### src/csv_pkg.sv
/*
  Shared constants for the comparator sync and voltage reference control block:
  register offsets, bit positions, reset values and bus response codes.
  Assumes a 32-bit AXI4-Lite register bus with word-aligned registers.
*/
package csv_pkg;

	// Byte offsets of the two registers.
	localparam logic [3:0] OFF_CMP_CTRL2 = 4'h0;
	localparam logic [3:0] OFF_VREF_CTRL = 4'h4;
	localparam logic [3:0] ADDR_MASK     = 4'hC;

	// Comparator control two fields.
	localparam int BIT_SYNC_SEL  = 0;
	localparam int BIT_GATE_SEL  = 1;
	localparam int BIT_HYST_EN   = 3;
	localparam int BIT_CLK_ALT   = 4;
	localparam logic [7:0] CMP_CTRL2_MASK  = 8'h1B;
	localparam logic [7:0] CMP_CTRL2_RESET = 8'h02;

	// Voltage reference control fields.
	localparam int BIT_LVL_LSB     = 0;
	localparam int BIT_LVL_MSB     = 3;
	localparam int BIT_FIXED_EN    = 4;
	localparam int BIT_RANGE_SEL   = 5;
	localparam int BIT_LADDER_EN   = 7;
	localparam logic [7:0] VREF_CTRL_MASK  = 8'hBF;
	localparam logic [7:0] VREF_CTRL_RESET = 8'h00;

	// Reference input selection codes.
	localparam logic [1:0] REF_GROUND = 2'h0;
	localparam logic [1:0] REF_FIXED  = 2'h1;
	localparam logic [1:0] REF_LADDER = 2'h2;

	// AXI response codes.
	localparam logic [1:0] RESP_OKAY   = 2'h0;
	localparam logic [1:0] RESP_SLVERR = 2'h2;

endpackage

### src/csv_sync_stage.sv
/*
  Comparator result sync stage: a three-flop input filter on the system clock,
  then a capture that updates only on a falling edge of the prescaled timer clock.
  Assumes the timer clock arrives as a level from another domain.
*/
`timescale 1ns/1ps
`default_nettype none
module csv_sync_stage (
	// Clock and reset
	input  wire  logic aclk,
	input  wire  logic aresetn,
	// Raw inputs
	input  wire  logic cmp_raw,
	input  wire  logic timer_clk_in,
	// Result
	output logic       cmp_held
);

	logic [2:0] tclk_r, tclk_nxt;
	logic       tlvl_r, tlvl_nxt;
	logic       held_r, held_nxt;
	logic       fall;

	// Three flops; a change counts only once the second and third agree.
	always_comb begin
		tclk_nxt = {tclk_r[1:0], timer_clk_in};
		tlvl_nxt = (tclk_r[1] == tclk_r[2]) ? tclk_r[2] : tlvl_r;
		fall     = tlvl_r & (tclk_r[1] == tclk_r[2]) & ~tclk_r[2];
		held_nxt = fall ? cmp_raw : held_r;
	end

	// Registers for the filter and the held sample.
	always_ff @(posedge aclk) begin
		if (!aresetn) begin
			tclk_r <= 3'h0;
			tlvl_r <= 1'h0;
			held_r <= 1'h0;
		end else begin
			tclk_r <= tclk_nxt;
			tlvl_r <= tlvl_nxt;
			held_r <= held_nxt;
		end
	end

	assign cmp_held = held_r;

endmodule
`default_nettype wire

### src/csv_top.sv
/*
  Comparator sync and voltage reference control register bank with an
  AXI4-Lite slave. Drives timer clock and gate selection, the comparator
  output path, hysteresis, and the reference multiplexer and ladder controls.
  Assumes the timer clock input is the prescaled timer clock from the timer.
*/
// What this block does
// - With sync select set, the comparator result is captured on each timer clock falling edge.
// - The capture uses the prescaled timer clock, not the undivided source.
// - The timer counts on rising edges while the sample updates on falling edges.
// - With sync select clear, the comparator result passes through uncaptured.
// - Clock alt select at bit 4 picks the system clock when set, the instruction clock when clear.
// - Gate source select at bit 1 picks the gate pin when set, the comparator output when clear.
// - Hysteresis enable at bit 3 turns hysteresis on; bits 7 to 5 and 2 read as zero.
// - Bit 6 of the reference register reads as zero and ignores writes.
// - Ladder enable at bit 7 routes the ladder to the reference input, else the fixed reference if bit 4 is set.
// - While ladder enable is low the ladder divider is powered down.
// - Range select at bit 5 picks the low range when set, the high range when clear.
// - A four-bit level code picks one of 16 ladder taps in the selected range.
// - The fixed reference is on when its bit 4 is set or the fast internal oscillator runs.
// - With both enables low, the reference input is tied to ground.
`timescale 1ns/1ps
`default_nettype none
module csv_top (
	// Clock and reset
	input  wire  logic        aclk,
	input  wire  logic        aresetn,
	// AXI4-Lite write address
	input  wire  logic        s_axi_awvalid,
	output logic              s_axi_awready,
	input  wire  logic [3:0]  s_axi_awaddr,
	input  wire  logic [2:0]  s_axi_awprot,
	// AXI4-Lite write data
	input  wire  logic        s_axi_wvalid,
	output logic              s_axi_wready,
	input  wire  logic [31:0] s_axi_wdata,
	input  wire  logic [3:0]  s_axi_wstrb,
	// AXI4-Lite write response
	output logic              s_axi_bvalid,
	input  wire  logic        s_axi_bready,
	output logic [1:0]        s_axi_bresp,
	// AXI4-Lite read address
	input  wire  logic        s_axi_arvalid,
	output logic              s_axi_arready,
	input  wire  logic [3:0]  s_axi_araddr,
	input  wire  logic [2:0]  s_axi_arprot,
	// AXI4-Lite read data
	output logic              s_axi_rvalid,
	input  wire  logic        s_axi_rready,
	output logic [31:0]       s_axi_rdata,
	output logic [1:0]        s_axi_rresp,
	// Comparator and timer side
	input  wire  logic        cmp_result,
	input  wire  logic        timer_clk_prescaled,
	input  wire  logic        timer_gate_pin,
	input  wire  logic        high_freq_internal_osc,
	output logic              cmp_to_consumers,
	output logic              timer_gate,
	output logic              timer_clk_alt_select,
	output logic              hysteresis_enable,
	// Reference side
	output logic [1:0]        ref_input_select,
	output logic              ladder_power_down,
	output logic              ladder_range_select,
	output logic [3:0]        ladder_level_code,
	output logic              fixed_ref_on
);

	logic [7:0]  cc2_r, cc2_nxt;
	logic [7:0]  vrc_r, vrc_nxt;
	logic        aw_got_r, aw_got_nxt;
	logic        w_got_r, w_got_nxt;
	logic [3:0]  awaddr_r, awaddr_nxt;
	logic [7:0]  wdata_r, wdata_nxt;
	logic        wstrb0_r, wstrb0_nxt;
	logic        bvalid_r, bvalid_nxt;
	logic [1:0]  bresp_r, bresp_nxt;
	logic        rvalid_r, rvalid_nxt;
	logic [31:0] rdata_r, rdata_nxt;
	logic [1:0]  rresp_r, rresp_nxt;
	logic        aw_take, w_take, do_write, ar_take;
	logic        cmp_held;
	logic        cmp_sel;
	logic        sync_sel;
	logic        ladder_en;
	logic        fixed_en;

	// Synchronised comparator sample, timed by the prescaled timer clock.
	csv_sync_stage u_sync (
		.aclk         (aclk),
		.aresetn      (aresetn),
		.cmp_raw      (cmp_result),
		.timer_clk_in (timer_clk_prescaled),
		.cmp_held     (cmp_held)
	);

	// Handshakes: each address and data channel is taken once, in either order.
	assign s_axi_awready = ~aw_got_r & ~bvalid_r;
	assign s_axi_wready  = ~w_got_r & ~bvalid_r;
	assign s_axi_arready = ~rvalid_r;
	assign aw_take  = s_axi_awvalid & s_axi_awready;
	assign w_take   = s_axi_wvalid & s_axi_wready;
	assign ar_take  = s_axi_arvalid & s_axi_arready;
	assign do_write = (aw_got_r | aw_take) & (w_got_r | w_take) & ~bvalid_r;

	// Write path and register storage.
	always_comb begin
		logic [3:0] a;
		logic [7:0] d;
		logic       s;
		a = aw_take ? s_axi_awaddr : awaddr_r;
		d = w_take ? s_axi_wdata[7:0] : wdata_r;
		s = w_take ? s_axi_wstrb[0] : wstrb0_r;
		aw_got_nxt = aw_got_r;
		w_got_nxt  = w_got_r;
		awaddr_nxt = aw_take ? s_axi_awaddr : awaddr_r;
		wdata_nxt  = w_take ? s_axi_wdata[7:0] : wdata_r;
		wstrb0_nxt = w_take ? s_axi_wstrb[0] : wstrb0_r;
		bvalid_nxt = bvalid_r;
		bresp_nxt  = bresp_r;
		cc2_nxt    = cc2_r;
		vrc_nxt    = vrc_r;
		if (aw_take) begin
			aw_got_nxt = 1'h1;
		end
		if (w_take) begin
			w_got_nxt = 1'h1;
		end
		if (bvalid_r && s_axi_bready) begin
			bvalid_nxt = 1'h0;
		end
		if (do_write) begin
			aw_got_nxt = 1'h0;
			w_got_nxt  = 1'h0;
			bvalid_nxt = 1'h1;
			bresp_nxt  = csv_pkg::RESP_OKAY;
			unique case (a & csv_pkg::ADDR_MASK)
				csv_pkg::OFF_CMP_CTRL2: begin
					if (s) begin
						cc2_nxt = d & csv_pkg::CMP_CTRL2_MASK;
					end
				end
				csv_pkg::OFF_VREF_CTRL: begin
					if (s) begin
						vrc_nxt = d & csv_pkg::VREF_CTRL_MASK;
					end
				end
				default: begin
					bresp_nxt = csv_pkg::RESP_SLVERR;
				end
			endcase
		end
	end

	// Read path; unused upper bits read as zero.
	always_comb begin
		rvalid_nxt = rvalid_r;
		rdata_nxt  = rdata_r;
		rresp_nxt  = rresp_r;
		if (rvalid_r && s_axi_rready) begin
			rvalid_nxt = 1'h0;
		end
		if (ar_take) begin
			rvalid_nxt = 1'h1;
			rresp_nxt  = csv_pkg::RESP_OKAY;
			unique case (s_axi_araddr & csv_pkg::ADDR_MASK)
				csv_pkg::OFF_CMP_CTRL2: rdata_nxt = {24'h000000, cc2_r};
				csv_pkg::OFF_VREF_CTRL: rdata_nxt = {24'h000000, vrc_r};
				default: begin
					rdata_nxt = 32'h00000000;
					rresp_nxt = csv_pkg::RESP_SLVERR;
				end
			endcase
		end
	end

	// State registers; the gate source bit comes up set.
	always_ff @(posedge aclk) begin
		if (!aresetn) begin
			cc2_r    <= csv_pkg::CMP_CTRL2_RESET;
			vrc_r    <= csv_pkg::VREF_CTRL_RESET;
			aw_got_r <= 1'h0;
			w_got_r  <= 1'h0;
			awaddr_r <= 4'h0;
			wdata_r  <= 8'h00;
			wstrb0_r <= 1'h0;
			bvalid_r <= 1'h0;
			bresp_r  <= 2'h0;
			rvalid_r <= 1'h0;
			rdata_r  <= 32'h00000000;
			rresp_r  <= 2'h0;
		end else begin
			cc2_r    <= cc2_nxt;
			vrc_r    <= vrc_nxt;
			aw_got_r <= aw_got_nxt;
			w_got_r  <= w_got_nxt;
			awaddr_r <= awaddr_nxt;
			wdata_r  <= wdata_nxt;
			wstrb0_r <= wstrb0_nxt;
			bvalid_r <= bvalid_nxt;
			bresp_r  <= bresp_nxt;
			rvalid_r <= rvalid_nxt;
			rdata_r  <= rdata_nxt;
			rresp_r  <= rresp_nxt;
		end
	end

	assign s_axi_bvalid = bvalid_r;
	assign s_axi_bresp  = bresp_r;
	assign s_axi_rvalid = rvalid_r;
	assign s_axi_rdata  = rdata_r;
	assign s_axi_rresp  = rresp_r;

	// Comparator path; the raw path is combinational so it adds no latency.
	assign sync_sel         = cc2_r[csv_pkg::BIT_SYNC_SEL];
	assign cmp_sel          = sync_sel ? cmp_held : cmp_result;
	assign cmp_to_consumers = cmp_sel;
	assign timer_gate       = cc2_r[csv_pkg::BIT_GATE_SEL] ? timer_gate_pin : cmp_sel;
	assign timer_clk_alt_select = cc2_r[csv_pkg::BIT_CLK_ALT];
	assign hysteresis_enable    = cc2_r[csv_pkg::BIT_HYST_EN];

	// Reference multiplexer and ladder controls.
	assign ladder_en   = vrc_r[csv_pkg::BIT_LADDER_EN];
	assign fixed_en    = vrc_r[csv_pkg::BIT_FIXED_EN];
	assign fixed_ref_on = fixed_en | high_freq_internal_osc;
	assign ladder_power_down   = ~ladder_en;
	assign ladder_range_select = vrc_r[csv_pkg::BIT_RANGE_SEL];
	assign ladder_level_code   = vrc_r[csv_pkg::BIT_LVL_MSB:csv_pkg::BIT_LVL_LSB];
	// Ground only when both enables are clear; the oscillator does not lift it.
	assign ref_input_select = ladder_en ? csv_pkg::REF_LADDER :
		(fixed_en ? csv_pkg::REF_FIXED : csv_pkg::REF_GROUND);

endmodule
`default_nettype wire

### config.mk
export PLATFORM = sky130hd
export DESIGN_NAME = csv_top
export DESIGN_NICKNAME = d
export VERILOG_FILES = /design/src/csv_pkg.sv /design/src/csv_sync_stage.sv /design/src/csv_top.sv
export SDC_FILE = /design/constraint.sdc
export NUM_CORES = 1
export LEC_CHECK = 0
export BUFFER_PORTS_ARGS = -buffer_cell sky130_fd_sc_hd__buf_2
export CAP_MARGIN = 40
export CORE_MARGIN = 2
export CORE_UTILIZATION = 34
export DETAILED_ROUTE_END_ITERATION = 6
export GPL_TIMING_DRIVEN = 0
export PLACE_DENSITY = 0.63
export SLEW_MARGIN = 20
export SYNTH_ARGS = -nofsm -noshare
export SYNTH_HDL_FRONTEND = slang
export SYNTH_HIERARCHICAL = 1
export SYNTH_SLANG_ARGS = --single-unit
### constraint.sdc
create_clock -name aclk -period 3.18 [get_ports aclk]
set_input_delay 0 -clock aclk [delete_from_list [all_inputs] [get_ports aclk]]
set_output_delay 0 -clock aclk [all_outputs]
set_load 0.01 [all_outputs]
* Yosys cells after proc, flatten, opt, wreduce, memory -nomap -nowiden *
Cells that the tools add are included.
Widths: inputs -> output; s select.

word-level totals
  register bits = 69
  input port bits = 61
  output and inout bits = 54
  logic and storage cells = 64

cells by class
  equality and inequality tests = 3
  multiplexer cells = 14
  bitwise gates (word level) = 19
  reduce and logical (&&, ||, !) cells = 11

operator list
  kind                number
  $pmux 8 s2          1
  $and 1x1->1         9
  $logic_not 4->1     2
  $mux 1              8
  $mux 8              1
  $not 1->1           7
  $mux 2              3
  $reduce_and 3->1    2
  $reduce_or 2->1     3
  $eq 2x1->1 const B  2
  $mux 4              1
  $reduce_bool 2->1   2
  $or 1x1->1          3
  $logic_and 1x1->1   2
  $eq 1x1->1          1

* Logic depth before layout (Yosys ltp) *
Gate-level depths: netlist of the first run.

  depth in word-level cells = 7
  mapped depth = 5

* Hierarchy *
Netlist of the first run, hierarchy kept.

modules (own cells, without submodules)
  module          instances  cells an instance  area each (um2)  seq. area each (um2)
  csv_top         1          170                1681.6           680.7
  csv_sync_stage  1          15                 165.2            100.1

* Worst setup path before layout of the first run *
Ideal clock, no wire load.

  kind = flip-flop to flip-flop
  start = register bvalid_r, in the netlist s_axi_bvalid
  end = register cc2_r[1]
  library setup time = 0.121 ns
  data arrival time = 1.813 ns
  required time = 3.059 ns
  path slack = 1.246 ns
  cell stages (with the launch flop) = 5
  buffers on the path = 0
  clock period less this slack = 1.934 ns
  cells stage by stage = dfxtp_1 -> nor3b_1 -> mux2i_1 -> nor3b_4 -> mux2_2

between the ends
  cells in the longest elaborated chain, start to end = 7

RTL lines
  item                                   line                                          RTL
  start: declaration                     csv_top.sv:76                                 logic bvalid_r, bvalid_nxt;
  start signal: assignment               csv_top.sv:200                                bvalid_r <= bvalid_nxt;
  $not 1->1 *                            csv_top.sv:98, csv_top.sv:99, csv_top.sv:104
  $and 1x1->1, on equally long branches  csv_top.sv:98, csv_top.sv:99
  $and 1x1->1, on equally long branches  csv_top.sv:101, csv_top.sv:102
  $or 1x1->1                             csv_top.sv:104                                assign do_write = (aw_got_r | aw_take) & (w_got_r | w_take) & ~bvalid_r;
  $and 1x1->1 (2 in series)              csv_top.sv:104
  $reduce_and 3->1 (no line)             --
  end signal: assignment                 csv_top.sv:180                                cc2_r <= csv_pkg::CMP_CTRL2_RESET;
  end signal: assignment                 csv_top.sv:193                                cc2_r <= cc2_nxt;
  end: declaration                       csv_top.sv:69                                 logic [7:0] cc2_r, cc2_nxt;

Mark *: on every way between the ends. The rest lies on a longest branch, timed or not.
A chain may end at the register's enable or synchronous reset.

* Final worst setup path of the first run *
Ends and elaborated chain as after synthesis.

==> flow_summary.yaml, run 1 <==
status:
  status: "finished, final reports clean"
layout:
  fin_area_sq_um: 2470
  syn_to_final_growth_pct: 33.7
  multi_input_area_sq_um: 875
  nets: 336
  diodes: 0
  ff_latch_area_sq_um: 781
  fillers: 518
  fin_cells: 346
  layout-drive-gt1-share: 0.399
route:
  wl_um: 3620
  drt_iter0_drc: 40
  vias: 1396
  drcViolationCount: 0
  ant_nets: 0
  wl_per_cell_um: 10.5
  drt_pass1_iterations: 4
  vias_per_cell: 4.03
power_and_ir_drop:
  ir_drop_uv: 205
  p_per_area_nw_per_um2: 446
  total_power_mw: 1.10
  total_leakage_power_nw: 1.22
setup_path:
  cp-startpoint: "s_axi_bvalid"
  critPathMaxFanout: 8
  cp_slowest_stage_delay_ns: 0.43
  r2r_setup_slack_ns: 1.07
  critPathCaptureType: "flip-flop"
  timing.rr.end: "cc2_r[1]"
  reg2reg_from: "s_axi_bvalid"
  critPathSlowestCell: "mux2i_1"
  rr_worst_depth: 4
  critPathBufInv: 0
  required_ns: 3.37
  crit_chain: "nor3b_1 -> mux2i_1 -> nor3b_4 -> mux2_2"
  crit_family: "simple AND/OR/NAND/NOR gates"
  critical_path_class: "reg2reg"
  arrival_ns: 2.30
  start_kind: "flip-flop"
floorplanning:
  fp-row-count: 26
  initial_core_util: 0.357
  die_h_um: 77.7
  pin_count: 115
  coreArea_sq_um: 5170
  fp.dieArea_sq_um: 6040
  chipWidth_um: 77.7
sta:
  rsz0062_at_grt: "false"
  period_needed_ns: 2.11
  fin_setup_tns_ns: 0
  fin_crit_sh: 0.662
  fmax_mhz: 475
  hold_viol_final: 0
  final_max_slew_viol_count: 0
  clock_skew_ns: 0.0103
  finalSetupViolations: 0
  holdWs_ns: 0.00708
hold_path:
  min_path_cells: 3
  hp-start: "s_axi_wdata[7]"
  min_path_type: "in2reg"
  hold_end: "wdata_r[7]"
synthesis:
  netlist_instances: 185
  yosysUniqueCellTypes: 27
  synth_seq_cells: 39
  synth-edff-count: 0
  synth_async_sr_flop_share: 0
  synth_area_sq_um: 1850
  yosysWarnings: 6
  synth_area_per_cell_sq_um: 9.98
  yosysSeqAreaShare: 0.423
  synth_top_flop_cell: "dfxtp_1"
clock_network:
  root_buffer: "clkbuf_8"
  h-tree-depth: 2
  cts-buffers-inserted: 5
  clk_latency_ns: 0.30
  tritoncts_num_sinks: 39
  cts_tree: "yes"
  clock_path_buffers: 2
  clkTransAtPathRegs_ns: 0.08
flow_run:
  drv_cap: 0
grt:
  grt_max_degree: 15
  overflow: 0
  grt_pass1_wl_um: 5780
  grt_pass1_vias: 1242
  antenna_found_initial: 0
  track_usage: 0.125
place:
  dp.cells: 330
  io_buffers: 49
  gp_congestion: 0.686
  post_dp_cell_area_sq_um: 2280
  dpl.hpwl_um: 2650
per-stage QoR:
stage               setup WS (ns)  utilization
finish                       1.07        0.478
global route                0.926        0.478
CTS                          1.05        0.478
detailed placement           1.07        0.440
global placement             1.08        0.440
floorplan                    1.25            -
cell usage after synthesis, types with 2 or more instances:
| cell type | instances | area (sq um) |
|---|---|---|
| nand2_1 | 14 | 52.6 |
| a21oi_1 | 2 | 10.0 |
| clkbuf_1 | 4 | 15.0 |
| inv_1 | 6 | 22.5 |
| mux2_2 | 14 | 158 |
| mux2i_1 | 14 | 140 |
| and2_1 | 7 | 43.8 |
| nor2b_1 | 17 | 106 |
| nor3b_2 | 2 | 25.0 |
| o21ai_0 | 2 | 10.0 |
| nand2b_1 | 2 | 12.5 |
| a22oi_1 | 7 | 52.6 |
| buf_4 | 32 | 240 |
| o21bai_1 | 2 | 15.0 |
| o211a_1 | 2 | 20.0 |
| nor3b_1 | 3 | 22.5 |
| nor2_1 | 7 | 26.3 |
| dfxtp_1 | 39 | 781 |
how the worst max path moves through the flow:
| stage | end | cells past startpoint |
|---|---|---|
| 2_1_floorplan | cc2_r[1] | 4 |
| 3_3_place_gp | cc2_r[1] | 4 |
| 3_5_place_dp | cc2_r[1] | 4 |
| 4_1_cts | cc2_r[1] | 4 |
| 5_1_grt | cc2_r[1] | 4 |
| 6_report | cc2_r[1] | 4 |
final cells by class:
| cell class | count | share of cell area |
|---|---|---|
| Multi-Input combinational cell | 129 | 0.354 |
| Sequential cell | 39 | 0.316 |
| Timing Repair Buffer | 57 | 0.132 |
| Buffer | 37 | 0.108 |
| Tap cell | 70 | 0.0355 |
| Clock buffer | 5 | 0.0279 |
| Clock inverter | 3 | 0.0177 |
| Inverter | 6 | 0.00912 |
routing by layer:
metal	wire length [um]	vias to the layer above	global-route usage
met5	0	-	0
met4	40	0	0.0429
met3	289	5	0.0512
met2	1590	54	0.187
met1	1700	606	0.161
li1	-	731	-
logic make-up after synthesis:
group	after synthesis	share of synthesized area
other	1	0.00203
muxes	29	0.169
AOI/OAI and AO/OA	17	0.0664
and+or+nand+nor	56	0.184
buffers and inverters	43	0.157
DFF	39	0.423
sequential cells by signal, indices dropped and copies added, names as in the netlist, 2 cells and up:
name	flops
s_axi_rdata	7
vrc_r	7
wdata_r	7
cc2_r	4
u_sync/tclk_r	3
awaddr_r	2
cells in the final DEF (no fill, tap or decap), types with 2 or more instances in the layout:
| cell type | count |
|---|---|
| dlygate4sd3_1 | 8 |
| nor3b_1 | 3 |
| o21bai_1 | 2 |
| o211a_1 | 2 |
| mux2i_1 | 14 |
| nor3b_2 | 2 |
| dfxtp_1 | 39 |
| a21oi_1 | 2 |
| nand2_1 | 14 |
| inv_1 | 6 |
| nor2b_1 | 17 |
| clkbuf_8 | 5 |
| nor2_1 | 7 |
| o21ai_0 | 2 |
| and2_1 | 7 |
| clkbuf_1 | 4 |
| a22oi_1 | 7 |
| buf_2 | 49 |
| conb_1 | 27 |
| nand2b_1 | 2 |
| buf_4 | 32 |
| mux2_2 | 14 |
where the power goes:
| part | total [mW] | internal [mW] | switching (mW) |
|---|---|---|---|
| clock network | 0.416 | 0.234 | 0.183 |
| logic | 0.168 | 0.0874 | 0.0803 |
| registers | 0.518 | 0.507 | 0.0113 |
worst min-delay path, delay by kind of cell:
kind | cells | cell delay [ns]
buf+inv | 1 | 0.08
mux | 1 | 0.06
simple gates | 1 | 0.13
timing repair:
item,CTS,global route
resized for setup,0,0
hold endpoints to repair,7,0
setup buffers,0,0
endpoints found under the setup margin,0,0
hold buffers,8,0
Note: power is estimated with default switching activity, not from simulation.
==> run 2, diff against run 1 <==
--- a/config.mk
+++ b/config.mk
@@ -5,13 +5,14 @@
 export SDC_FILE = /design/constraint.sdc
 export NUM_CORES = 1
 export LEC_CHECK = 0
+export ABC_AREA = 1
 export BUFFER_PORTS_ARGS = -buffer_cell sky130_fd_sc_hd__buf_2
 export CAP_MARGIN = 40
 export CORE_MARGIN = 2
 export CORE_UTILIZATION = 34
 export DETAILED_ROUTE_END_ITERATION = 6
 export GPL_TIMING_DRIVEN = 0
-export PLACE_DENSITY = 0.63
+export PLACE_DENSITY = 0.62
 export SLEW_MARGIN = 20
 export SYNTH_ARGS = -nofsm -noshare
 export SYNTH_HDL_FRONTEND = slang
==> constraint.sdc (replaced) <==
create_clock -name aclk -period 2.05 [get_ports aclk]
set_input_delay 0 -clock aclk [delete_from_list [all_inputs] [get_ports aclk]]
set_output_delay 0 -clock aclk [all_outputs]
set_load 0.01 [all_outputs]
==> run 2 against run 1 <==
Net effect: non-clock buffer count fell by 1; cell count rose by 25%; clock skew fell by 0.0087 ns; setup slack got worse by 0.56 ns; synthesized area rose by 6.0%; critical path depth rose by 2; register-to-register slack got worse by 0.43 ns; global-route usage rose by 0.14 points; sequential cell count did not move; sequential share of layout area fell by 0.80 points; critical path type is now in2reg; clock-buffer cell count rose by 1; total power rose by 57%.
==> flow_summary.yaml, run 2 <==
status:
  status: "finished, final reports clean"
setup_path:
  critPathCaptureType: "flip-flop"
  cp-endpoint: "s_axi_bvalid"
  r2r_setup_slack_ns: 0.64
  required_ns: 2.21
  critical_path_class: "in2reg"
  rr_worst_depth: 8
  arrival_ns: 1.70
  start_kind: "primary input"
  critPathMaxFanout: 10
  timing.rr.end: "cc2_r[3]"
  reg2reg_from: "s_axi_bvalid"
  cp-startpoint: "aresetn"
sta:
  final_max_slew_viol_count: 0
  clock_skew_ns: 0.00167
  hold_viol_final: 0
  fin_setup_tns_ns: 0
  rsz0062_at_grt: "false"
  holdWs_ns: 0.00430
  fmax_mhz: 650
  fin_crit_sh: 0.751
  period_needed_ns: 1.54
  finalSetupViolations: 0
grt:
  antenna_found_initial: 0
  overflow: 0
  grt_max_degree: 11
  track_usage: 0.126
  grt_pass1_vias: 1426
  grt_pass1_wl_um: 6190
power_and_ir_drop:
  pwr-share-clk: 0.274
  ir_drop_uv: 335
  p_sw_frac: 0.301
  pwr-share-comb: 0.242
  total_leakage_power_nw: 1.34
  p_per_area_nw_per_um2: 684
  intPower_mw: 1.21
  p_switching_mw: 0.523
  power_frac_seq: 0.484
floorplanning:
  die_h_um: 79.9
  fp.dieArea_sq_um: 6380
  pin_count: 115
  fp-row-count: 27
  coreArea_sq_um: 5540
  chipWidth_um: 79.9
  initial_core_util: 0.353
place:
  post_dp_cell_area_sq_um: 2390
  gp_congestion: 0.855
  dpl.hpwl_um: 3120
  io_buffers: 49
synthesis:
  synthTopCellsByCount: "49 x nor2_1, 48 x nand2_1, 39 x dfxtp_1"
  synth_seq_cells: 39
  yosysMostFrequentCell: "nor2_1"
  synth-edff-count: 0
  synth_area_sq_um: 1960
  synth_area_per_cell_sq_um: 7.23
  yosysTopAreaCell: "dfxtp_1"
  synth_top_area_frac: 0.399
  synth_area_leaders: "dfxtp_1 40%, buf_4 12%, nor2_1 9.4%, nand2_1 9.2%, inv_1 5.8%"
  synth_top_flop_cell: "dfxtp_1"
  netlist_instances: 271
  synth_async_sr_flop_share: 0
  yosysUniqueCellTypes: 28
  yosysWarnings: 6
  yosysSeqAreaShare: 0.399
clock_network:
  clock_path_buffers: 2
  clkTransAtPathRegs_ns: 0.07
  tritoncts_num_sinks: 39
  h-tree-depth: 2
  cts-buffers-inserted: 5
  root_buffer: "clkbuf_8"
  clk_latency_ns: 0.29
  cts_tree: "yes"
  cts_resized: 0
hold_path:
  hp-start: "s_axi_bready"
  min_path_type: "in2reg"
layout:
  fin_area_sq_um: 2530
  layout-drive-gt1-share: 0.304
  nets: 421
  syn_to_final_growth_pct: 29.4
  multi_input_area_sq_um: 881
  fillers: 589
  final_cell_mix: "49 x nor2_1, 49 x buf_2, 48 x nand2_1"
  diodes: 0
  ff_latch_area_sq_um: 781
  finish.utilization: 0.457
route:
  drt_pass1_iterations: 4
  vias_per_cell: 3.99
  wl_um: 3960
  wl_met3_um: 267
  wl_met1_um: 1890
  drt_iter0_drc: 57
  maxUsedRoutingLayer: "met4"
  ant_nets: 0
  vias: 1718
  drcViolationCount: 0
  wl_per_cell_um: 9.18
  wl_met2_um: 1740
flow_run:
  drv_cap: 0
==> run 2: cell count changes in the layout (fill, tap and decap cells not counted), moves of 6 or more <==
cell	delta
nand2_2	+6
mux2i_1	-14
nand2_1	+34
nand3_1	+17
nor2_1	+42
o21ai_1	+8
and2_1	-7
inv_1	+24
nor2b_1	-17
mux2_2	-14
==> run 2: through the flow <==
stage | setup WS, ns | cells | power (mW)
2_1_floorplan | 0.722 | 297 | 1.16
3_3_place_gp | 0.657 | 418 | 1.26
3_5_place_dp | 0.639 | 418 | 1.27
4_1_cts | 0.451 | 431 | 1.75
5_1_grt | 0.355 | 431 | 1.84
6_report | 0.511 | 431 | 1.73
==> run 2: layout make-up <==
class	count	area share
clock buffers	6	0.0286
well taps	72	0.0356
inverters	32	0.0474
flip-flops and latches	39	0.308
multi-input cells	189	0.348
plain buffers	37	0.108
repair buffers	56	0.124
==> run 2: critical path: stages <==
cell	delay, ns
dlygate4sd3_1	0.53
buf_2	0.17
inv_1	0.08
clkbuf_1	0.38
clkbuf_1	0.43
nor2_1	0.10
==> run 2: worst min path at each step <==
stage	to	slack (ns)	cells past startpoint
5_1_grt	wdata_r[1]	0.01	3
4_1_cts	s_axi_bvalid	0.0006	4
3_5_place_dp	u_sync/tclk_r[0]	0.19	3
2_1_floorplan	u_sync/tclk_r[0]	0.09	2
6_report	s_axi_bvalid	0.004	4
3_3_place_gp	u_sync/tclk_r[0]	0.19	3
==> run 2: power by group through the flow <==
stage                     Sequential [mW]  Clock [mW]  Combinational [mW]
after floorplan                     0.859           0               0.302
after global placement              0.855           0               0.406
after detailed placement            0.858           0               0.411
after CTS                           0.840       0.491               0.423
after global routing                0.845       0.516               0.475
final                               0.839       0.475               0.420
==> run 2: what timing repair did <==
item / 4_1_cts / 5_1_grt
hold buffers: 7 / 0
setup buffers: 0 / 0
setup endpoints to repair: 0 / 0
endpoints found under the hold margin: 6 / 0
==> run 2: cell families (layout without fill, tap and decap cells) <==
logic type | after synthesis | in the layout | synth area share
other | 1 | 27 | 0.00192
and+or+nand+nor | 135 | 135 | 0.314
buffers and inverters | 69 | 131 | 0.201
DFF | 39 | 39 | 0.399
AOI/OAI and AO/OA | 27 | 27 | 0.0844
==> run 2: metal layers <==
metal,global-route usage,vias to the layer above
met5,0,-
met1,0.157,706
met3,0.0419,7
met4,0.0508,0
met2,0.199,47
li1,-,958
